<file path="config.mk">
export PLATFORM = sky130hd
export DESIGN_NAME = mcd_dma
export DESIGN_NICKNAME = d
export VERILOG_FILES = /design/src/rtl/mcd_pkg.sv /design/src/rtl/mcd_dma.sv
export SDC_FILE = /design/constraint.sdc
export NUM_CORES = 2
export LEC_CHECK = 0
export CORE_MARGIN = 2
export CORE_UTILIZATION = 50
export CTS_BUF_LIST = sky130_fd_sc_hd__clkbuf_2
export DETAILED_ROUTE_END_ITERATION = 12
export DONT_BUFFER_PORTS = 1
export PLACE_DENSITY_LB_ADDON = 0.05
export SLEW_MARGIN = 20
export SYNTH_ARGS = -nofsm -noshare
export SYNTH_HDL_FRONTEND = slang
export SYNTH_SLANG_ARGS = --single-unit
</file>
<file path="constraint.sdc">
create_clock -name hclk -period 7.9 [get_ports hclk]
set_input_delay 0.79 -clock hclk [delete_from_list [all_inputs] [get_ports hclk]]
set_output_delay 0.79 -clock hclk [all_outputs]
set_load 0.01 [all_outputs]
</file>
<file path="src/rtl/mcd_pkg.sv">
// constants, states and carriers of the multi-channel dma controller
package mcd_pkg;
  localparam int NCH = 32;
  localparam int FIFO_W = 32;
  localparam int FIFO_D = 16;
  localparam int SW_CH = 30;
  // channels bound to peripherals: two serial ports, rx and tx apart
  localparam logic [31:0] PERIPH_CH = 32'h0000_0F00;
  // register byte offsets
  localparam logic [7:0] R_STAT = 8'h00;
  localparam logic [7:0] R_BASE = 8'h04;
  localparam logic [7:0] R_SWREQ = 8'h08;
  localparam logic [7:0] R_UBURST = 8'h0C;
  localparam logic [7:0] R_MASK = 8'h10;
  localparam logic [7:0] R_ENA = 8'h14;
  localparam logic [7:0] R_PRIO = 8'h18;
  localparam logic [7:0] R_ALT = 8'h1C;
  localparam logic [7:0] R_DONE = 8'h20;
  localparam logic [31:0] BASE_MASK = 32'hFFFF_FC00;
  // control structure layout
  localparam logic [31:0] ALT_OFS = 32'h0000_0200;
  localparam logic [31:0] CW_OFS = 32'h0000_0008;
  localparam logic [31:0] WORD_STEP = 32'h0000_0004;
  localparam logic [1:0] LAST_WORD = 2'h2;
  // control word fields
  localparam int CW_MODE = 0;
  localparam int CW_N = 2;
  localparam int CW_ARB = 12;
  localparam int CW_SZ = 18;
  localparam int CW_SI = 20;
  localparam int CW_DI = 22;
  localparam logic [3:0] ARB_MAX = 4'hA;
  localparam logic [1:0] MODE_STOP = 2'h0;
  localparam logic [1:0] MODE_BASIC = 2'h1;
  localparam logic [1:0] MODE_PING = 2'h2;
  localparam logic [1:0] MODE_SG = 2'h3;
  localparam logic [1:0] INC_NONE = 2'h3;
  localparam logic [1:0] SZ_WORD = 2'h2;

  typedef enum logic [1:0] {ST_IDLE, ST_FETCH, ST_XFER, ST_WB} mcd_state_e;

  typedef struct packed {
    logic req;
    logic we;
    logic [1:0] size;
    logic [31:0] addr;
    logic [31:0] wdata;
  } mcd_mem_s;

  typedef struct packed {
    logic [31:0] base, en, mask, prio, ub, alt, swp, done, sgm, sgl;
    mcd_state_e st;
    logic [4:0] ch;
    logic [31:0] src, dst, cw;
    logic [10:0] burst, rcnt, wcnt;
    logic [1:0] fidx;
    logic bq;
    logic mreq, mwe;
    logic [1:0] msz;
    logic [31:0] maddr, mwdata;
    logic aph, rdw;
    logic [7:0] aadr;
    logic [31:0] rdata;
  } mcd_st_s;
endpackage
</file>
<file path="src/rtl/mcd_dma.sv">
// dma engine, its data fifo and its checks
`timescale 1ns/1ps
module mcd_fifo #(
  parameter int W = 32,
  parameter int D = 16
) (
  input wire logic clk,
  input wire logic rst_n,
  input wire logic in_valid,
  output logic in_ready,
  input wire logic [W-1:0] in_data,
  output logic out_valid,
  input wire logic out_ready,
  output logic [W-1:0] out_data
);
  localparam int AW = $clog2(D);
  typedef struct packed {
    logic [AW:0] wp;
    logic [AW:0] rp;
  } mcd_fptr_s;
  mcd_fptr_s f_q, f_d;
  logic [W-1:0] mem [D];
  logic full, empty;
  assign empty = f_q.wp == f_q.rp;
  assign full = (f_q.wp[AW] != f_q.rp[AW]) &&
                (f_q.wp[AW-1:0] == f_q.rp[AW-1:0]);
  assign in_ready = ~full;
  assign out_valid = ~empty;
  assign out_data = mem[f_q.rp[AW-1:0]];
  always_comb begin
    f_d = f_q;
    if (in_valid && !full) begin
      f_d.wp = f_q.wp + 1'b1;
    end
    if (out_ready && !empty) begin
      f_d.rp = f_q.rp + 1'b1;
    end
  end
  always_ff @(posedge clk or negedge rst_n) begin
    if (!rst_n) begin
      f_q <= '0;
    end else begin
      f_q <= f_d;
    end
  end
  // storage needs no reset; pointers guard it
  always_ff @(posedge clk) begin
    if (in_valid && !full) begin
      mem[f_q.wp[AW-1:0]] <= in_data;
    end
  end
endmodule

module mcd_dma (
  input wire logic hclk,
  input wire logic hresetn,
  input wire logic hsel,
  input wire logic [31:0] haddr,
  input wire logic [1:0] htrans,
  input wire logic hwrite,
  input wire logic [2:0] hsize,
  input wire logic [31:0] hwdata,
  input wire logic hready,
  output logic hreadyout,
  output logic [31:0] hrdata,
  output logic hresp,
  input wire logic [31:0] dma_sreq,
  input wire logic [31:0] dma_breq,
  input wire logic cpu_busy,
  output mcd_pkg::mcd_mem_s mem_o,
  input wire logic mem_ack,
  input wire logic [31:0] mem_rdata,
  output logic [31:0] dma_done
);
  mcd_pkg::mcd_st_s s, n;
  logic [31:0] pend, bvec, clr, dset, swset, swclr;
  logic [5:0] pk;
  logic ack, fpush, fpop, f_ir, f_ov, sgp;
  logic [31:0] f_od;
  logic [10:0] rem, remn, arb, lft, wlft;
  logic [31:0] ncw;

  function automatic logic [5:0] pick(input logic [31:0] v,
                                      input logic [31:0] p);
    logic [5:0] r;
    r = 6'h00;
    for (int i = 31; i >= 0; i--) begin
      if (v[i] && !p[i]) r = {1'b1, 5'(i)};
    end
    for (int i = 31; i >= 0; i--) begin
      if (v[i] && p[i]) r = {1'b1, 5'(i)};
    end
    return r;
  endfunction

  // end pointers are inclusive, so count back from the end
  function automatic logic [31:0] item_addr(input logic [31:0] e,
                                            input logic [10:0] left,
                                            input logic [1:0] inc);
    logic [31:0] k;
    k = {21'h0, left - 11'h1};
    return (inc == mcd_pkg::INC_NONE) ? e : e - (k << inc);
  endfunction

  function automatic logic [31:0] sbase(input logic [31:0] b,
                                        input logic [4:0] c,
                                        input logic a);
    return b + (a ? mcd_pkg::ALT_OFS : 32'h0) + {23'h0, c, 4'h0};
  endfunction

  mcd_fifo #(.W(mcd_pkg::FIFO_W), .D(mcd_pkg::FIFO_D)) u_fifo (
    .clk(hclk),
    .rst_n(hresetn),
    .in_valid(fpush),
    .in_ready(f_ir),
    .in_data(mem_rdata),
    .out_valid(f_ov),
    .out_ready(fpop),
    .out_data(f_od)
  );

  // peripheral lines only on bound channels, never on 30
  assign bvec = (dma_breq & mcd_pkg::PERIPH_CH & ~s.mask) | s.swp;
  assign pend = (((dma_sreq & ~s.ub) | dma_breq) & mcd_pkg::PERIPH_CH
                & ~s.mask | s.swp) & s.en;
  assign pk = pick(pend, s.prio);
  // core has the bus: the request is withdrawn while it is busy
  assign mem_o.req = s.mreq & ~cpu_busy;
  assign mem_o.we = s.mwe;
  assign mem_o.size = s.msz;
  assign mem_o.addr = s.maddr;
  assign mem_o.wdata = s.mwdata;
  assign ack = mem_o.req & mem_ack;
  assign hreadyout = ~s.rdw;
  assign hrdata = s.rdata;
  assign hresp = 1'b0;
  assign dma_done = s.done;
  assign rem = {1'b0, s.cw[mcd_pkg::CW_N +: 10]} + 11'h1;
  assign remn = {1'b0, mem_rdata[mcd_pkg::CW_N +: 10]} + 11'h1;
  assign arb = 11'h1 << ((mem_rdata[mcd_pkg::CW_ARB +: 4] > mcd_pkg::ARB_MAX)
               ? mcd_pkg::ARB_MAX : mem_rdata[mcd_pkg::CW_ARB +: 4]);
  assign lft = rem - s.burst;
  // a task list lands in the alternate structure four words per burst,
  // so the copying channel must use an arbitration size of four
  assign sgp = s.cw[mcd_pkg::CW_MODE +: 2] == mcd_pkg::MODE_SG &&
               !s.alt[s.ch];
  assign wlft = sgp ? {9'h0, 2'(rem - s.wcnt - 11'h1)} + 11'h1
                    : rem - s.wcnt;

  always_comb begin
    ncw = s.cw;
    if (lft == 11'h0) begin
      ncw[mcd_pkg::CW_MODE +: 2] = mcd_pkg::MODE_STOP;
      ncw[mcd_pkg::CW_N +: 10] = 10'h0;
    end else begin
      ncw[mcd_pkg::CW_N +: 10] = 10'(lft - 11'h1);
    end
  end

  always_comb begin
    n = s;
    fpush = 1'b0;
    fpop = 1'b0;
    clr = 32'h0;
    dset = 32'h0;
    swset = 32'h0;
    swclr = 32'h0;
    n.aph = hsel & hready & htrans[1] & hwrite;
    n.rdw = hsel & hready & htrans[1] & ~hwrite;
    if (hsel && hready && htrans[1]) begin
      n.aadr = {haddr[7:2], 2'h0};
    end
    case (s.st)
      mcd_pkg::ST_IDLE: begin
        if (pk[5]) begin
          n.ch = pk[4:0];
          n.fidx = 2'h0;
          n.st = mcd_pkg::ST_FETCH;
          n.mreq = 1'b1;
          n.mwe = 1'b0;
          n.msz = mcd_pkg::SZ_WORD;
          n.maddr = sbase(s.base, pk[4:0], s.alt[pk[4:0]]);
        end
      end
      mcd_pkg::ST_FETCH: begin
        if (ack) begin
          n.fidx = s.fidx + 2'h1;
          n.maddr = s.maddr + mcd_pkg::WORD_STEP;
          case (s.fidx)
            2'h0: n.src = mem_rdata;
            2'h1: n.dst = mem_rdata;
            default: n.cw = mem_rdata;
          endcase
          if (s.fidx == mcd_pkg::LAST_WORD) begin
            n.mreq = 1'b0;
            n.rcnt = 11'h0;
            n.wcnt = 11'h0;
            n.bq = bvec[s.ch];
            if (mem_rdata[mcd_pkg::CW_MODE +: 2] == mcd_pkg::MODE_STOP) begin
              n.en[s.ch] = 1'b0;
              n.st = mcd_pkg::ST_IDLE;
            end else begin
              n.st = mcd_pkg::ST_XFER;
              n.burst = !bvec[s.ch] ? 11'h1 :
                        (arb < remn ? arb : remn);
            end
          end
        end
      end
      mcd_pkg::ST_XFER: begin
        if (s.mreq) begin
          if (ack) begin
            n.mreq = 1'b0;
            if (s.mwe) begin
              n.wcnt = s.wcnt + 11'h1;
            end else begin
              fpush = 1'b1;
              n.rcnt = s.rcnt + 11'h1;
            end
          end
        end else if (f_ov && (s.rcnt == s.burst || !f_ir)) begin
          fpop = 1'b1;
          n.mreq = 1'b1;
          n.mwe = 1'b1;
          n.msz = s.cw[mcd_pkg::CW_SZ +: 2];
          n.mwdata = f_od;
          n.maddr = item_addr(s.dst, wlft,
                              s.cw[mcd_pkg::CW_DI +: 2]);
        end else if (s.rcnt != s.burst) begin
          n.mreq = 1'b1;
          n.mwe = 1'b0;
          n.msz = s.cw[mcd_pkg::CW_SZ +: 2];
          n.maddr = item_addr(s.src, rem - s.rcnt,
                              s.cw[mcd_pkg::CW_SI +: 2]);
        end else begin
          n.st = mcd_pkg::ST_WB;
          n.mreq = 1'b1;
          n.mwe = 1'b1;
          n.msz = mcd_pkg::SZ_WORD;
          n.mwdata = ncw;
          n.maddr = sbase(s.base, s.ch, s.alt[s.ch]) + mcd_pkg::CW_OFS;
        end
      end
      mcd_pkg::ST_WB: begin
        if (ack) begin
          n.mreq = 1'b0;
          n.st = mcd_pkg::ST_IDLE;
          if (s.cw[mcd_pkg::CW_MODE +: 2] == mcd_pkg::MODE_SG &&
              !s.alt[s.ch]) begin
            n.alt[s.ch] = 1'b1;
            n.sgm[s.ch] = 1'b1;
            n.sgl[s.ch] = lft == 11'h0;
          end else if (lft == 11'h0) begin
            if (s.cw[mcd_pkg::CW_MODE +: 2] == mcd_pkg::MODE_PING) begin
              dset[s.ch] = 1'b1;
              n.alt[s.ch] = ~s.alt[s.ch];
            end else if (s.sgm[s.ch] && s.alt[s.ch]) begin
              n.alt[s.ch] = 1'b0;
              if (s.sgl[s.ch]) begin
                dset[s.ch] = 1'b1;
                swclr[s.ch] = 1'b1;
                n.sgm[s.ch] = 1'b0;
              end
            end else begin
              dset[s.ch] = 1'b1;
              swclr[s.ch] = 1'b1;
            end
          end
        end
      end
      default: n.st = mcd_pkg::ST_IDLE;
    endcase
    // software writes follow the engine, so they win over hw updates, except a done clear, which loses to a done set in the same cycle
    if (s.aph) begin
      case (s.aadr)
        mcd_pkg::R_BASE: n.base = hwdata & mcd_pkg::BASE_MASK;
        mcd_pkg::R_SWREQ: swset = hwdata;
        mcd_pkg::R_UBURST: n.ub = hwdata;
        mcd_pkg::R_MASK: n.mask = hwdata;
        mcd_pkg::R_ENA: n.en = hwdata;
        mcd_pkg::R_PRIO: n.prio = hwdata;
        mcd_pkg::R_ALT: n.alt = hwdata;
        mcd_pkg::R_DONE: clr = hwdata;
        default: ;
      endcase
    end
    n.swp = (s.swp & ~swclr) | swset;
    n.done = (s.done & ~clr) | dset;
    if (s.rdw) begin
      case (s.aadr)
        mcd_pkg::R_STAT: n.rdata = {23'h0, s.ch, 3'h0,
                                    s.st != mcd_pkg::ST_IDLE};
        mcd_pkg::R_BASE: n.rdata = s.base;
        mcd_pkg::R_SWREQ: n.rdata = s.swp;
        mcd_pkg::R_UBURST: n.rdata = s.ub;
        mcd_pkg::R_MASK: n.rdata = s.mask;
        mcd_pkg::R_ENA: n.rdata = s.en;
        mcd_pkg::R_PRIO: n.rdata = s.prio;
        mcd_pkg::R_ALT: n.rdata = s.alt;
        mcd_pkg::R_DONE: n.rdata = s.done;
        default: n.rdata = 32'h0;
      endcase
    end
  end

  always_ff @(posedge hclk or negedge hresetn) begin
    if (!hresetn) begin
      s <= '0;
    end else begin
      s <= n;
    end
  end
endmodule

</file>
==> key figures <==
Floorplanning
  • FP Rows: 120
  • Horiz. Die Dim: 333 um
  • Die area: 111000 um2
  • Die Ht: 333 um
  • Initial core utilization: 0.505
  • Boundary pin count: 306
  • Core box area: 107000 um2

Clock network
  • CTS Buf Count: 306
  • Clock Latency Late Sink: 1690 ps
  • H-Tree Depth: 5
  • Sinks on Clock Net: 1078
  • Longest Clk Path Bufs: 4
  • CTS clk-pin slew, worst paths: 120 ps
  • CTS root buf: clkbuf_2
  • Post-CTS setup buffers: 0
  • CTS tree: built
  • Hold_buf cts: 165
  • Post-cts sizing count: 0

Logic synthesis
  • Synthesized netlist cell count: 4453
  • Largest cells by area after synthesis: edfxtp_1, dfrtp_1, mux4_2
  • Yosys warns: 0
  • Mapped Area: 54200 um2
  • Share of the synthesized area in the top cell type: 0.283
  • Synth async-reset ratio: 0.525
  • Synth area leader: edfxtp_1
  • Synth Net Count: 4718
  • Synth cell types: 90
  • Flops & latches, synth: 1078
  • Post-synthesis sequential area ratio: 0.545
  • Mean Syn Cell Area: 12.2 um2
  • Ys flop type: dfrtp_1
  • Number of synthesized flops with an enable pin: 512

Timing
  • Clk_skew: 176 ps
  • Fin crit period: 6990 ps
  • Final setup violation count: 0
  • Rel. slew slack: -1.23
  • Final count of pins violating max slew: 345
  • Max Clock Freq: 143 MHz
  • Actual slew at the worst max-slew pin: 3350 ps
  • Min Hold Slack: -1140 ps
  • Unrepaired setup endpoints after global routing: no
  • Final count of hold timing violations: 566
  • Setup TNS: 0 ps
  • Final cycle utilization of the critical path: 0.884
  • Worst setup margin: 915 ps

Worst setup path
  • Critical path required time: 9490 ps
  • Worst R2R Start: s[243]
  • CP Class: register to register
  • Worst Reg-to-Reg Cells: 22
  • R2R Setup Slk: 910 ps
  • Element type at the critical path start: register
  • Reg2Reg Capture Point: mem_o[51]
  • Worst Path Max Fanout: 21
  • CP max stage delay: 870 ps
  • CP Cell Sequence: mux4_2, a22oi_1, and4_1, nand2_1, nor2_1, nor3_1, nor3b_1, nand3_1, xnor2_1, mux2i_1, mux2i_1, ha_1, and2_1, a31oi_1, inv_1, o41ai_1, a21boi_1, or2_2, mux2i_1, a221oi_1, o22ai_1, o21ai_0
  • Crit path capture type: register
  • Worst path most repeated cell: mux2i_1
  • Crit path DAT: 8580 ps
  • Slowest cell on crit path: dfrtp_2

Power
  • Max VDD drop: 0.000146 V
  • Lkg Pwr: 23.1 nW
  • Power density over the cells: 223 nW/um2

GRT
  • First-pass GRT wire length: 262000 um
  • Grt ovf: 0
  • Vias in the first global route: 38900
  • Gr usage total: 0.320
  • Largest net degree at the start of global routing: 567
  • Initial antenna violation count: 12

Drt
  • Drt pass-1 iters: 6
  • Drc violations: 0
  • Total number of vias: 39300
  • Routed Antenna Nets: 0
  • DRT iter0 DRCs: 4254
  • Vias/cell: 6.30
  • Routed wire length: 178000 um
  • Routed wire per std cell: 28.5 um

Hold path
  • Hold WC Path Type: input pin to async pin

Final layout
  • Layout area overhead: 8.90%
  • Share of layout cells above drive strength 1: 0.220
  • Final #Nets: 4891
  • Most common cell after layout, fill and taps aside: dfrtp_1
  • Fillers: 9344
  • Most frequent cells in the layout: dfrtp_1, edfxtp_1, clkbuf_2, nand2_1, o21ai_0

Flow run
  • # Max-Cap Violations: 0

Placed design
  • HPWL after DPL: 114000 um
  • Worst slack, placed: 983 ps
  • Final Wtd Congestion: 0.921
  • Port bufs: 0

Outcome
  • Failing checks: negative hold slack, max-slew violations
  • Status: finished with violations
==> metal layers <==
| layer | GRT usage | part of all wire | vias to the layer above |
|---|---|---|---|
| li1 | - | - | 17200 |
| met1 | 0.439 | 0.42 | 20000 |
| met2 | 0.486 | 0.45 | 1778 |
| met3 | 0.0915 | 0.10 | 320 |
| met4 | 0.115 | 0.033 | 4 |
| met5 | 0 | 0.00016 | - |
==> logic make-up (layout without fill, tap and decap cells) <==
kind of cell	count (synthesis)	count (layout)	share of synthesized area
XOR/XNOR	167	167	0.0270
AND/OR/NAND/NOR	1130	1130	0.102
other	1	10	0.0000691
multiplexers	480	480	0.139
adder cells (fa/ha/maj)	93	93	0.0221
flip-flops	1078	1078	0.545
buffers and inverters	482	855	0.0433
AO/OA/AOI/OAI	1022	1022	0.123
==> area by class of cell <==
| cell class | count | area [um2] | share of cell area |
|---|---|---|---|
| clock buffer | 451 | 2260 | 0.0382 |
| tap | 1403 | 1760 | 0.0297 |
| timing repair buffer | 246 | 2320 | 0.0394 |
| antenna | 9 | 22.5 | 0.000381 |
| inverter | 101 | 379 | 0.00642 |
| clock inverter | 57 | 269 | 0.00455 |
| sequential | 1078 | 29600 | 0.500 |
| multi-input combinational | 2893 | 22500 | 0.381 |
==> where the power goes <==
group | internal [mW] | leakage [nW] | switching [mW]
clock network | 1.56 | 2.01 | 2.36
logic | 1.04 | 9.18 | 1.54
registers | 6.15 | 11.9 | 0.539
==> flip-flops by register name, summed over array words and instances (netlist names), named ones only <==
signal,flops
u_fifo.mem,512
u_fifo.f_q,10
dma_done,32
s,372
mem_o,67
hrdata,32
ncw,20
==> worst max path at each step <==
| stage | from | end | slack, ps | cells after the start |
|---|---|---|---|---|
| after global placement | s[243] | mem_o[51] | 1020 | 22 |
| after CTS | s[243] | mem_o[51] | 1000 | 22 |
| after floorplan | s[246] | mem_o[51] | 1940 | 28 |
| after detailed placement | s[243] | mem_o[51] | 980 | 22 |
| after global routing | s[148] | mem_o[51] | 310 | 24 |
| final | s[243] | mem_o[51] | 910 | 22 |
==> worst max-delay path, delay by kind of cell (launching register included) <==
| kind | cells | cell delay [ps] |
|---|---|---|
| xor+xnor | 1 | 230 |
| simple gates | 8 | 2350 |
| buf+inv | 1 | 80 |
| compound gates | 7 | 1990 |
| mux | 4 | 1080 |
| flops | 1 | 870 |
| fa+ha+maj | 1 | 330 |
==> through the flow <==
stage	instances	util	hold slack, ps	area, um2	total power [mW]
floorplan	4453	-	454	54200	8.38
global placement	5553	0.510	479	54800	9.13
detailed placement	5553	0.510	487	54800	9.15
CTS	6226	0.550	-1320	59000	13.2
global route	6236	0.550	-1270	59100	13.9
finish	6238	0.550	-1140	59100	13.2
==> synthesized netlist by cell type (all sizes together), types with 59 or more instances <==
cell      n
dfrtp   566
clkbuf  185
mux4    194
xnor2    81
o21ai   360
ha       88
a22oi    84
a22o     59
xor2     86
edfxtp  512
a31oi    63
buf     196
nand3   162
mux2    229
nand2   403
nor2    210
inv     100
a21oi   130
Power figures use the tool's default switching activity.
